--- src/param_port_pkg.sv ---
// Package with timing constants and carriers for the parameter port block.
package param_port_pkg;
  localparam int unsigned CLK_PERIOD_NS = 20;
  localparam int unsigned PORT_WIDTH = 4;
  // Reset and delete value of the output register (all ones).
  localparam logic [3:0] PARAM_RESET_VALUE = 4'hf;
  // Lead of output data before the strobe falls, design target 500 ns.
  localparam int unsigned LOW_DATA_LEAD_TIME_NS = 500;
  localparam int unsigned LEAD_CYC = LOW_DATA_LEAD_TIME_NS / CLK_PERIOD_NS;
  // Strobe width, least 5000 ns rounded up.
  localparam int unsigned PARAM_STROBE_WIDTH_NS = 5000;
  localparam int unsigned STROBE_CYC =
    (PARAM_STROBE_WIDTH_NS + CLK_PERIOD_NS - 1) / CLK_PERIOD_NS;
  // Driver release after strobe rises in multiplex mode, design 500 ns.
  localparam int unsigned RELEASE_AFTER_STROBE_TIME_NS = 500;
  localparam int unsigned HOLD_CYC = RELEASE_AFTER_STROBE_TIME_NS / CLK_PERIOD_NS;
  // Input sampling instant after new data, 12000 ns inside the 11 to 13.5 us window.
  localparam int unsigned PARAM_INPUT_SAMPLE_DELAY_NS = 12000;
  localparam int unsigned SAMPLE_CYC = PARAM_INPUT_SAMPLE_DELAY_NS / CLK_PERIOD_NS;
  localparam int unsigned CNT_W = 10;

  // Request from the protocol side.
  typedef struct packed {
    logic       write;
    logic       clear;
    logic [3:0] value;
  } param_req_t;

  // Answer to the protocol side.
  typedef struct packed {
    logic       valid;
    logic [3:0] value;
  } param_rsp_t;
endpackage

--- src/pin_sync.sv ---
// Three-stage pin synchroniser, accepting a change once stages two and three agree.
`timescale 1ns/10ps
module pin_sync #(
  parameter int unsigned WIDTH = 4
) (
  input  wire logic             sys_clk_i,
  input  wire logic             reset_n_i,
  input  wire logic [WIDTH-1:0] pin_i,
  output logic      [WIDTH-1:0] level_o
);
  logic [WIDTH-1:0] s1_r;
  logic [WIDTH-1:0] s2_r;
  logic [WIDTH-1:0] s3_r;

  // Shift chain; the filtered level moves only when the last two stages agree.
  always_ff @(posedge sys_clk_i or negedge reset_n_i) begin
    if (!reset_n_i) begin
      s1_r    <= '1;
      s2_r    <= '1;
      s3_r    <= '1;
      level_o <= '1;
    end else begin
      s1_r <= pin_i;
      s2_r <= s1_r;
      s3_r <= s2_r;
      for (int i = 0; i < WIDTH; i++) begin
        if (s2_r[i] == s3_r[i]) begin
          level_o[i] <= s3_r[i];
        end
      end
    end
  end
endmodule // pin_sync

--- src/param_port.sv ---
// Slave-mode parameter port: output register, open-drain drivers, strobe and sampling.
`timescale 1ns/10ps

// Notes on behaviour
// RULE1: Each parameter pin is always both an open-drain pull-down and a sampled input.
// RULE2: A received value is latched in the output register and driven from there.
// RULE3: Inputs are sampled between 11 us and 13.5 us after new data reaches the pins.
// RULE4: Without multiplex the sample is output AND pin; with multiplex it is the pin alone.
// RULE5: Each new value is announced by a low strobe of 5 to 6 us.
// RULE6: Low output bits are valid 0.1 to 0.6 us before the strobe falls, 0.5 us targeted.
// RULE7: High output bits are released 0.1 to 0.6 us before the strobe falls.
// RULE8: In multiplex mode all drivers are off from 0.1 to 0.6 us after the strobe rises.
// RULE9: The first output event after reset unlocks the data port; here only a write unlocks it, the reset strobe does not.
// RULE10: Reset or address delete loads all ones, releases drivers and issues a normal strobe.
// RULE11: In multiplex mode drivers switch off after the strobe and before sampling.
// RULE12: The outside party reads during the strobe and drives its answer right after it.
// RULE13: The outside party holds the inputs stable through the sampling window.
// RULE14: Multiplex mode is selected by a configuration flag at one, zero being compatible.
// RULE15: The data-port block flag clears while a parameter write is processed.
// RULE16: The sampled value is returned as the answer to the causing parameter write.
module param_port (
  input  wire logic                       sys_clk_i,
  input  wire logic                       reset_n_i,
  input  wire logic                       mux_mode_i,
  input  wire param_port_pkg::param_req_t req_i,
  output logic                            busy_o,
  output param_port_pkg::param_rsp_t      rsp_o,
  output logic                            data_port_unlock_o,
  input  wire logic [3:0]                 param_pin_i,
  output logic [3:0]                      param_pin_o,
  output logic [3:0]                      param_pin_oe_o,
  input  wire logic                       param_strobe_pin_i,
  output logic                            param_strobe_pin_o,
  output logic                            param_strobe_pin_oe_o
);
  typedef enum logic [2:0] {IDLE, LEAD, STROBE, AFTER, WAIT} state_t;

  state_t                            state_r;
  state_t                            state_nxt;
  logic [param_port_pkg::CNT_W-1:0]  cnt_r;
  logic [param_port_pkg::CNT_W-1:0]  since_r;
  logic [3:0]                        out_reg_r;
  logic                              pend_r;
  logic                              pend_clear_r;
  logic [3:0]                        pend_val_r;
  logic                              is_write_r;
  logic                              drive_en_r;
  logic [3:0]                        pin_level;
  logic [3:0]                        sample_val;
  logic                              start;
  logic                              cnt_done;
  logic [param_port_pkg::CNT_W-1:0]  cnt_load;
  logic [param_port_pkg::CNT_W-1:0]  strobe_len_r;

  // Pin inputs pass the three-stage synchroniser.
  pin_sync #(.WIDTH(param_port_pkg::PORT_WIDTH)) u_sync (
    .sys_clk_i (sys_clk_i),
    .reset_n_i (reset_n_i),
    .pin_i     (param_pin_i),
    .level_o   (pin_level)
  );

  // Open-drain drivers pull low only for zero bits while driving is allowed.
  assign param_pin_o    = 4'h0; // RULE1
  assign param_pin_oe_o = drive_en_r ? ~out_reg_r : 4'h0; // RULE2 RULE6 RULE7
  assign param_strobe_pin_o    = 1'b0;
  assign param_strobe_pin_oe_o = (state_r == STROBE); // RULE5
  assign sample_val = mux_mode_i ? pin_level : (pin_level & out_reg_r); // RULE4 RULE14
  assign busy_o     = pend_r;
  assign start      = pend_r && (state_r == IDLE);
  assign cnt_done   = (cnt_r == '0);

  // Next state of the strobe sequence and the length of each phase.
  always_comb begin
    state_nxt = state_r;
    cnt_load  = cnt_r;
    case (state_r)
      IDLE: begin
        if (start) begin
          state_nxt = LEAD;
          cnt_load  = param_port_pkg::CNT_W'(param_port_pkg::LEAD_CYC - 1);
        end
      end
      LEAD: begin
        if (cnt_done) begin
          state_nxt = STROBE;
          cnt_load  = param_port_pkg::CNT_W'(param_port_pkg::STROBE_CYC - 1);
        end
      end
      STROBE: begin
        if (cnt_done) begin
          state_nxt = AFTER;
          cnt_load  = param_port_pkg::CNT_W'(param_port_pkg::HOLD_CYC - 1);
        end
      end
      AFTER: begin
        if (cnt_done) begin
          state_nxt = WAIT;
        end
      end
      WAIT: begin
        if (since_r == param_port_pkg::CNT_W'(param_port_pkg::SAMPLE_CYC)) begin
          state_nxt = IDLE;
        end
      end
      default: state_nxt = IDLE;
    endcase
  end

  // State and phase counter.
  always_ff @(posedge sys_clk_i or negedge reset_n_i) begin
    if (!reset_n_i) begin
      state_r <= IDLE;
      cnt_r   <= '0;
    end else begin
      state_r <= state_nxt;
      cnt_r   <= (state_nxt != state_r) ? cnt_load : (cnt_done ? cnt_r : cnt_r - 1'b1);
    end
  end

  // Time since new data reached the pins, which times the input sample.
  always_ff @(posedge sys_clk_i or negedge reset_n_i) begin
    if (!reset_n_i) begin
      since_r <= '0;
    end else if (start) begin
      since_r <= '0;
    end else if (state_r != IDLE) begin
      since_r <= since_r + 1'b1; // RULE3
    end
  end

  // Pending request; reset itself queues a delete-style update with a strobe.
  always_ff @(posedge sys_clk_i or negedge reset_n_i) begin
    if (!reset_n_i) begin
      pend_r       <= 1'b1; // RULE10
      pend_clear_r <= 1'b1;
      pend_val_r   <= param_port_pkg::PARAM_RESET_VALUE;
    end else if (!pend_r && (req_i.write || req_i.clear)) begin
      pend_r       <= 1'b1;
      pend_clear_r <= req_i.clear;
      pend_val_r   <= req_i.clear ? param_port_pkg::PARAM_RESET_VALUE : req_i.value;
    end else if (start) begin
      pend_r <= 1'b0;
    end
  end

  // Output register, driver enable and write tracking.
  always_ff @(posedge sys_clk_i or negedge reset_n_i) begin
    if (!reset_n_i) begin
      out_reg_r  <= param_port_pkg::PARAM_RESET_VALUE; // RULE10
      drive_en_r <= 1'b0;
      is_write_r <= 1'b0;
    end else if (start) begin
      out_reg_r  <= pend_val_r; // RULE2
      drive_en_r <= !pend_clear_r; // RULE10
      is_write_r <= !pend_clear_r;
    end else if (state_r == AFTER && cnt_done && mux_mode_i) begin
      drive_en_r <= 1'b0; // RULE8 RULE11
    end
  end

  // Answer with the sampled inputs, and data port unlock on a processed write.
  always_ff @(posedge sys_clk_i or negedge reset_n_i) begin
    if (!reset_n_i) begin
      rsp_o              <= '0;
      data_port_unlock_o <= 1'b0;
    end else begin
      rsp_o.valid <= 1'b0;
      if (state_r == WAIT && state_nxt == IDLE) begin
        rsp_o.valid <= is_write_r; // RULE16
        rsp_o.value <= sample_val; // RULE3
      end
      if (start && !pend_clear_r) begin
        data_port_unlock_o <= 1'b1; // RULE9 RULE15
      end else if (start) begin
        data_port_unlock_o <= 1'b0;
      end
    end
  end

  // Helper count of strobe cycles, so the full width can be checked where the strobe ends.
  always_ff @(posedge sys_clk_i or negedge reset_n_i) begin
    if (!reset_n_i) begin
      strobe_len_r <= '0;
    end else if (param_strobe_pin_oe_o) begin
      strobe_len_r <= strobe_len_r + 1'b1;
    end else begin
      strobe_len_r <= '0;
    end
  end
endmodule // param_port

--- config.mk ---
export PLATFORM = sky130hd
export DESIGN_NAME = param_port
export DESIGN_NICKNAME = d
export VERILOG_FILES = /design/src/param_port_pkg.sv /design/src/pin_sync.sv /design/src/param_port.sv
export SDC_FILE = /design/constraint.sdc
export NUM_CORES = 1
export LEC_CHECK = 0
export ABC_CLOCK_PERIOD_IN_PS = 4120
export BUFFER_PORTS_ARGS = -buffer_cell sky130_fd_sc_hd__buf_4
export CAP_MARGIN = 25
export CORE_UTILIZATION = 62
export CTS_CLUSTER_DIAMETER = 80
export DETAILED_ROUTE_END_ITERATION = 10
export GPL_TIMING_DRIVEN = 0
export PLACE_DENSITY = 0.84
export SYNTH_ARGS = -nofsm -noshare
export SYNTH_HDL_FRONTEND = slang
export SYNTH_SLANG_ARGS = --single-unit
--- constraint.sdc ---
create_clock -name sys_clk_i -period 4.12 [get_ports sys_clk_i]
set_clock_uncertainty 0.15 [all_clocks]
set_input_delay 0.206 -clock sys_clk_i [delete_from_list [all_inputs] [get_ports sys_clk_i]]
set_output_delay 0.206 -clock sys_clk_i [all_outputs]
set_load 0.01 [all_outputs]
==> flow_metrics.env, run 1 <==
export IMPL_run_status="finished, final reports clean"
export IMPL_timing_fmax_ghz=0.359
export IMPL_worst_endpoint_required_ns=4.19
export IMPL_multi_input_comb_area_um2=1120
export IMPL_fin_setup_tns_ns=0
export IMPL_routedWlPerCell_um=15.8
export IMPL_dp_hpwl_um=3580
export IMPL_setup_viol=0
export IMPL_setup_repair_after_global_routing_missed_its_margin="false"
export IMPL_final_cell_mix="dfrtp_1 (31), buf_4 (29), nand2_1 (28)"
export IMPL_pwr_share_seq_pct=42.5
export IMPL_seq_area_um2=1460
export IMPL_p_sw_w=0.000725
export IMPL_internal_power_consumption_w=0.00131
export IMPL_drtIter0Drc=134
export IMPL_std_cell_rows=23
export IMPL_antenna_cells_inserted=0
export IMPL_fp_dieW_um=67.9
export IMPL_flow_area_growth_from_synthesis_pct=19.2
export IMPL_crit_arrival_ns=2.86
export IMPL_postRouteAntennaNets=0
export IMPL_yosys_cell_types_count=52
export IMPL_power_share_switching_pct=35.6
export IMPL_floorplan_initialDensity_pct=65.8
export IMPL_core_region_area_um2=4090
export IMPL_max_clock_path_buffers=2
export IMPL_tritoncts_num_buffers=9
export IMPL_cts_root_buffer_cell="clkbuf_8"
export IMPL_clk_latency_ns=0.34
export IMPL_numClockSinks=57
export IMPL_max_vdd_ir_drop_uv=373
export IMPL_maxSlewHeadroom_pct=53.8
export IMPL_synth_edff_count=0
export IMPL_num_io_pins=31
export IMPL_synth_seq_cells=57
export IMPL_layout_commonest_cell="dfrtp_1"
export IMPL_port_buffers=24
export IMPL_tritoncts="built"
export IMPL_final_hold_viol_count=0
export IMPL_avgSynthCellArea_um2=10.5
export IMPL_final_layout_size_suffix_gt1_share_pct=27.8
export IMPL_ys_warnings_count=0
export IMPL_vias_per_cell=5.86
export IMPL_fp_dieH_um=67.9
export IMPL_gp_congestion=0.851
export IMPL_criticalPathCategory="flop to flop"
export IMPL_clk_pin_slew_worst_paths_ns=0.07
export IMPL_finalNonFillerCells=356
export IMPL_seq_area_frac_synth_pct=54.3
export IMPL_grt_usage_pct=27.6
export IMPL_timing_max_cap_violations=0
export IMPL_final_period_utilization_pct=67.7
export IMPL_worst_slew_pin_transition_ns=0.693
export IMPL_synth_main_ff_cell="dfrtp_1"
export IMPL_postSynth_asyncResetShare_pct=100
export IMPL_global_route_overflow_total=0
export IMPL_grt_start_max_net_pins=58
export IMPL_worst_path_max_fanout=10
export IMPL_start_kind="flop"
export IMPL_first_global_vias=1960
export IMPL_place_inst=333
export IMPL_drt_pass1_iterations=4
export IMPL_finalCoreUtilization_pct=78.4
export IMPL_die_area_um2=4600
export IMPL_timing_final_max_slew_violations=0
export IMPL_mappedNetlistArea_um2=2690
export IMPL_power_share_clock_pct=24.5
export IMPL_netlist_instances=255
export IMPL_n_fill_cell=272
export IMPL_detailroute_via_count=2087
export IMPL_combPwrFrac_pct=33.0
export IMPL_number_of_antenna_violations_at_the_first_check_in_global_routing=0
export IMPL_finalWorstPathRequiredPeriod_ns=2.79
export IMPL_power_per_cell_area_nw_per_um2=635
export IMPL_remaining_drc_errors=0
export IMPL_hold_path_class="input port to flop"
export IMPL_final_net_count=318
export IMPL_p_leak_nw=1.37
export IMPL_cts_htree_levels=3
export IMPL_grt_first_pass_wirelength_um=9010
export IMPL_route_final_wire_length_um=5630
export IMPL_end_kind="flop"
flip-flops by register name, summed over array words and instances, names as in the netlist:
register	flops
out_reg_r	4
state_r	3
rsp_o	5
drive_en_r	1
cnt_r	10
data_port_unlock_o	1
is_write_r	1
u_sync.level_o	4
u_sync.s2_r	4
pend_clear_r	1
u_sync.s1_r	4
since_r	10
u_sync.s3_r	4
pend_val_r	4
busy_o	1
cells in the mapped netlist, types with 4 or more instances:
cell      instances  area (um2)
nor2_1           14        52.6
o21ai_0          26         130
nand3_1           5        25.0
inv_1            11        41.3
nor2b_1           7        43.8
nand2_1          28         105
clkbuf_1          6        22.5
o22ai_1           8        50.1
nor3_1            6        30.0
o31ai_1           4        30.0
maj3_1            4        40.0
nand2b_1          5        31.3
dfrtp_1          31         776
o211ai_1          4        30.0
a22oi_1           4        30.0
dfstp_2          26         683
nand4_1           4        25.0
buf_4             5        37.5
final timing paths:
check / slack [ns] / startpoint / cells after the start / end
setup / recovery: 1.33 / cnt_r[0] / 8 / cnt_r[0]
hold / removal: 0.04 / req_i[3] / 3 / pend_val_r[3]
setup reg to reg: 1.33 / cnt_r[0] / 8 / cnt_r[0]
hold reg to reg: 0.21 / u_sync.s1_r[3] / 0 / u_sync.s2_r[3]
max in group asynchronous: 3.05 / reset_n_i / 2 / since_r[4]
min in group asynchronous: 0.30 / reset_n_i / 2 / cnt_r[5]
timing repair:
| item | in CTS | in global routing |
|---|---|---|
| buffers inserted | 0 | 0 |
| hold endpoints to repair | 36 | 0 |
| gates resized for setup | 0 | 0 |
| hold buffers | 7 | 0 |
kinds of logic (layout without fill, tap and decap cells):
kind of cell | Yosys count | count (layout) | synth area share (%)
AOI/OAI and AO/OA | 69 | 69 | 17.7
xor gates and xnor gates | 2 | 2 | 0.652
adders and majority gates | 7 | 7 | 2.89
buffers and inverters | 26 | 73 | 4.75
DFF | 57 | 57 | 54.3
muxes | 6 | 6 | 2.84
other | 1 | 5 | 0.139
and+or+nand+nor | 87 | 87 | 16.8
power groups by stage:
stage               clock network (W)  logic (W)  registers [W]
floorplan                           0   0.000492       0.000832
global placement                    0   0.000622       0.000859
detailed placement                  0   0.000650       0.000865
CTS                          0.000503   0.000667       0.000859
global route                 0.000527   0.000750       0.000886
finish                       0.000499   0.000671       0.000864
critical path, cell delays in order, from the launching register on:
cell and delay (ns):
dfrtp_1 0.43, inv_1 0.09, ha_1 0.26, or3b_1 0.45, or3_4 0.40, buf_6 0.15, o21bai_4 0.31, nand2_4 0.12
mux2_4 0.30
routing by layer:
metal	global-route usage [%]	wire length [um]
met1	34.1	2510
met2	45.8	2810
met3	5.83	249
met4	14.1	60
met5	0	0
cell type report:
class                   instances  area share, %
inverters                      11           1.29
repair buffers                 31           7.81
clock inverters                 4          0.703
well taps                      50           1.95
clock buffers                  12           5.19
flip-flops and latches         57           45.5
plain buffers                  15           2.69
multi-input cells             176           34.9
through the flow:
stage / cell area, um2 / total power, W / setup slack, ns / hold WS, ns
after floorplan: 2700 / 0.00132 / 1.61 / -0.240
after global placement: 2950 / 0.00148 / 1.42 / 0.141
after detailed placement: 2950 / 0.00152 / 1.38 / 0.141
after CTS: 3210 / 0.00203 / 1.34 / 0.0219
after global routing: 3210 / 0.00216 / 1.22 / 0.0570
final: 3210 / 0.00203 / 1.33 / 0.0387
Note: power is estimated with default switching activity, not from simulation.
==> inputs of run 2 (changes only) <==
Settings changed: ABC_CLOCK_PERIOD_IN_PS 4120 to 2800, CORE_UTILIZATION 62 to 58, PLACE_DENSITY 0.84 to 0.79.
Clock period 4.12 ns to 2.8 ns, I/O delays scaled along.
==> run 2 against run 1 <==
Net effect:
- setup slack worse by 1.2 ns
- wire length shrank 4.2%
- flip-flop and latch count unchanged
- maximum frequency rose by 4.8%
- sequential power up 46%
- final cell count rose by 2.5%
- non-clock buffer count increased by 7
- sequential share of layout area shrank 1.0 points
- global-route usage decreased by 3.2 points
==> flow_metrics.env, run 2 (synthesis results as in run 1) <==
export IMPL_start_kind="flop"
export IMPL_setup_repair_after_global_routing_missed_its_margin="false"
export IMPL_timing_fmax_ghz=0.376
export IMPL_std_cell_rows=24
export IMPL_series_of_cell_instances_along_the_critical_path="inv_1, ha_2, or3b_1, or3_4, buf_6, o21bai_4, nand2_4, mux2_4"
export IMPL_postRouteAntennaNets=0
export IMPL_final_hold_viol_count=0
export IMPL_routedWlPerCell_um=14.8
export IMPL_final_net_count=325
export IMPL_finalNonFillerCells=365
export IMPL_gp_congestion=0.772
export IMPL_grt_first_pass_wirelength_um=9150
export IMPL_cts_htree_levels=3
export IMPL_fp_dieW_um=70.1
export IMPL_num_io_pins=31
export IMPL_place_inst=335
export IMPL_fp_dieH_um=70.1
export IMPL_run_status="finished, final reports clean"
export IMPL_die_area_um2=4910
export IMPL_power_per_cell_area_nw_per_um2=908
export IMPL_clk_latency_ns=0.34
export IMPL_worst_path_max_fanout=8
export IMPL_final_cell_mix="buf_4 (31), dfrtp_1 (31), nand2_1 (28)"
export IMPL_core_region_area_um2=4410
export IMPL_detailroute_via_count=2087
export IMPL_multi_input_comb_area_um2=1120
export IMPL_global_route_overflow_total=0
export IMPL_maxSlewHeadroom_pct=54.2
export IMPL_tritoncts="built"
export IMPL_dp_hpwl_um=3380
export IMPL_clk_pin_slew_worst_paths_ns=0.06
export IMPL_tritoncts_num_buffers=9
export IMPL_seq_area_um2=1460
export IMPL_port_buffers=24
export IMPL_final_period_utilization_pct=95.0
export IMPL_hold_path_class="input port to flop"
export IMPL_worst_slew_pin_transition_ns=0.686
export IMPL_timing_critical_path_max_delay_family="simple AND/OR/NAND/NOR gates"
export IMPL_timing_max_cap_violations=0
export IMPL_p_leak_nw=1.40
export IMPL_grt_usage_pct=24.5
export IMPL_grt_start_max_net_pins=58
export IMPL_vias_per_cell=5.72
export IMPL_flow_area_growth_from_synthesis_pct=21.9
export IMPL_worstPathBufferInverterCount=2
export IMPL_setup_viol=0
export IMPL_reg2reg_setup_slack_ns=0.14
export IMPL_route_final_wire_length_um=5390
export IMPL_criticalPathCategory="flop to flop"
export IMPL_finalWorstPathRequiredPeriod_ns=2.66
export IMPL_drt_pass1_iterations=4
export IMPL_number_of_antenna_violations_at_the_first_check_in_global_routing=0
export IMPL_final_layout_size_suffix_gt1_share_pct=28.1
export IMPL_fin_setup_tns_ns=0
export IMPL_cpMaxStageDelayCell="or3b_1"
export IMPL_crit_arrival_ns=2.73
export IMPL_floorplan_initialDensity_pct=60.9
export IMPL_n_fill_cell=307
export IMPL_max_clock_path_buffers=2
export IMPL_drtIter0Drc=146
export IMPL_numClockSinks=57
export IMPL_remaining_drc_errors=0
export IMPL_worst_endpoint_required_ns=2.87
export IMPL_cts_root_buffer_cell="clkbuf_8"
export IMPL_first_global_vias=1946
export IMPL_antenna_cells_inserted=0
export IMPL_max_vdd_ir_drop_uv=544
export IMPL_end_kind="flop"
export IMPL_cpPeakStageDelay_ns=0.43
export IMPL_largest_registers="cnt_r (10), since_r (10), rsp_o (5)"
export IMPL_timing_final_max_slew_violations=0
[run 2: changes by cell type in the layout (fill, tap and decap cells not counted)]
| cell | change |
|---|---|
| dlygate4sd3_1 | +5 |
| buf_2 | -1 |
| clkbuf_4 | +1 |
| buf_4 | +2 |
| ha_2 | +1 |
| ha_1 | -1 |
[run 2: area by class of cell]
cell class / count / share of cell area, %
Sequential cell: 57 / 44.5
Multi-Input combinational cell: 176 / 34.2
Timing Repair Buffer: 38 / 9.62
Clock buffer: 12 / 5.08
Buffer: 15 / 2.71
Tap cell: 52 / 1.98
Inverter: 11 / 1.26
Clock inverter: 4 / 0.687
[run 2: worst min-delay path, stage by stage]
cell	delay, ns
buf_4	0.14
o22ai_1	0.16
a22oi_1	0.08
[run 2: timing repair]
action                     in CTS  in global routing
resized for setup               0                  2
hold buffers                   12                  0
setup buffers                   0                  2
hold endpoints to repair       43                  0
setup endpoints to repair       0                  4
[run 2: final timing paths]
| check | start | cells after the start | to |
|---|---|---|---|
| min in group asynchronous | reset_n_i | 2 | rsp_o[0] |
| worst min register to register | u_sync.s1_r[2] | 0 | u_sync.s2_r[2] |
| worst min-delay path | req_i[5] | 3 | pend_val_r[3] |
| worst max register to register | cnt_r[0] | 8 | cnt_r[0] |
| max in group asynchronous | reset_n_i | 2 | cnt_r[6] |
| worst max-delay path | cnt_r[0] | 8 | cnt_r[0] |
[run 2: report_power, final]
part / switching (W) / internal (W)
Sequential: 0.000186 / 0.00108
Combinational: 0.000522 / 0.000463
Clock: 0.000331 / 0.000397
Total: 0.00104 / 0.00194
[run 2: metal layers]
| metal | track usage [%] | share of wire, % |
|---|---|---|
| met5 | 0 | 0 |
| met4 | 12.0 | 2.4 |
| met2 | 37.6 | 47 |
| met3 | 6.78 | 4.7 |
| met1 | 32.1 | 46 |
[run 2: per-stage QoR]
step	utilization [%]	worst slack, ns	hold slack [ns]	total power (W)	instance area (um2)
after floorplan	-	0.292	-0.306	0.00195	2700
after global placement	66.8	0.0979	0.0762	0.00218	2950
after detailed placement	66.8	0.0663	0.0787	0.00222	2950
after CTS	73.8	0.0359	0.0330	0.00297	3260
after global routing	74.3	0.0206	0.0451	0.00318	3280
final	74.3	0.139	0.0445	0.00298	3280
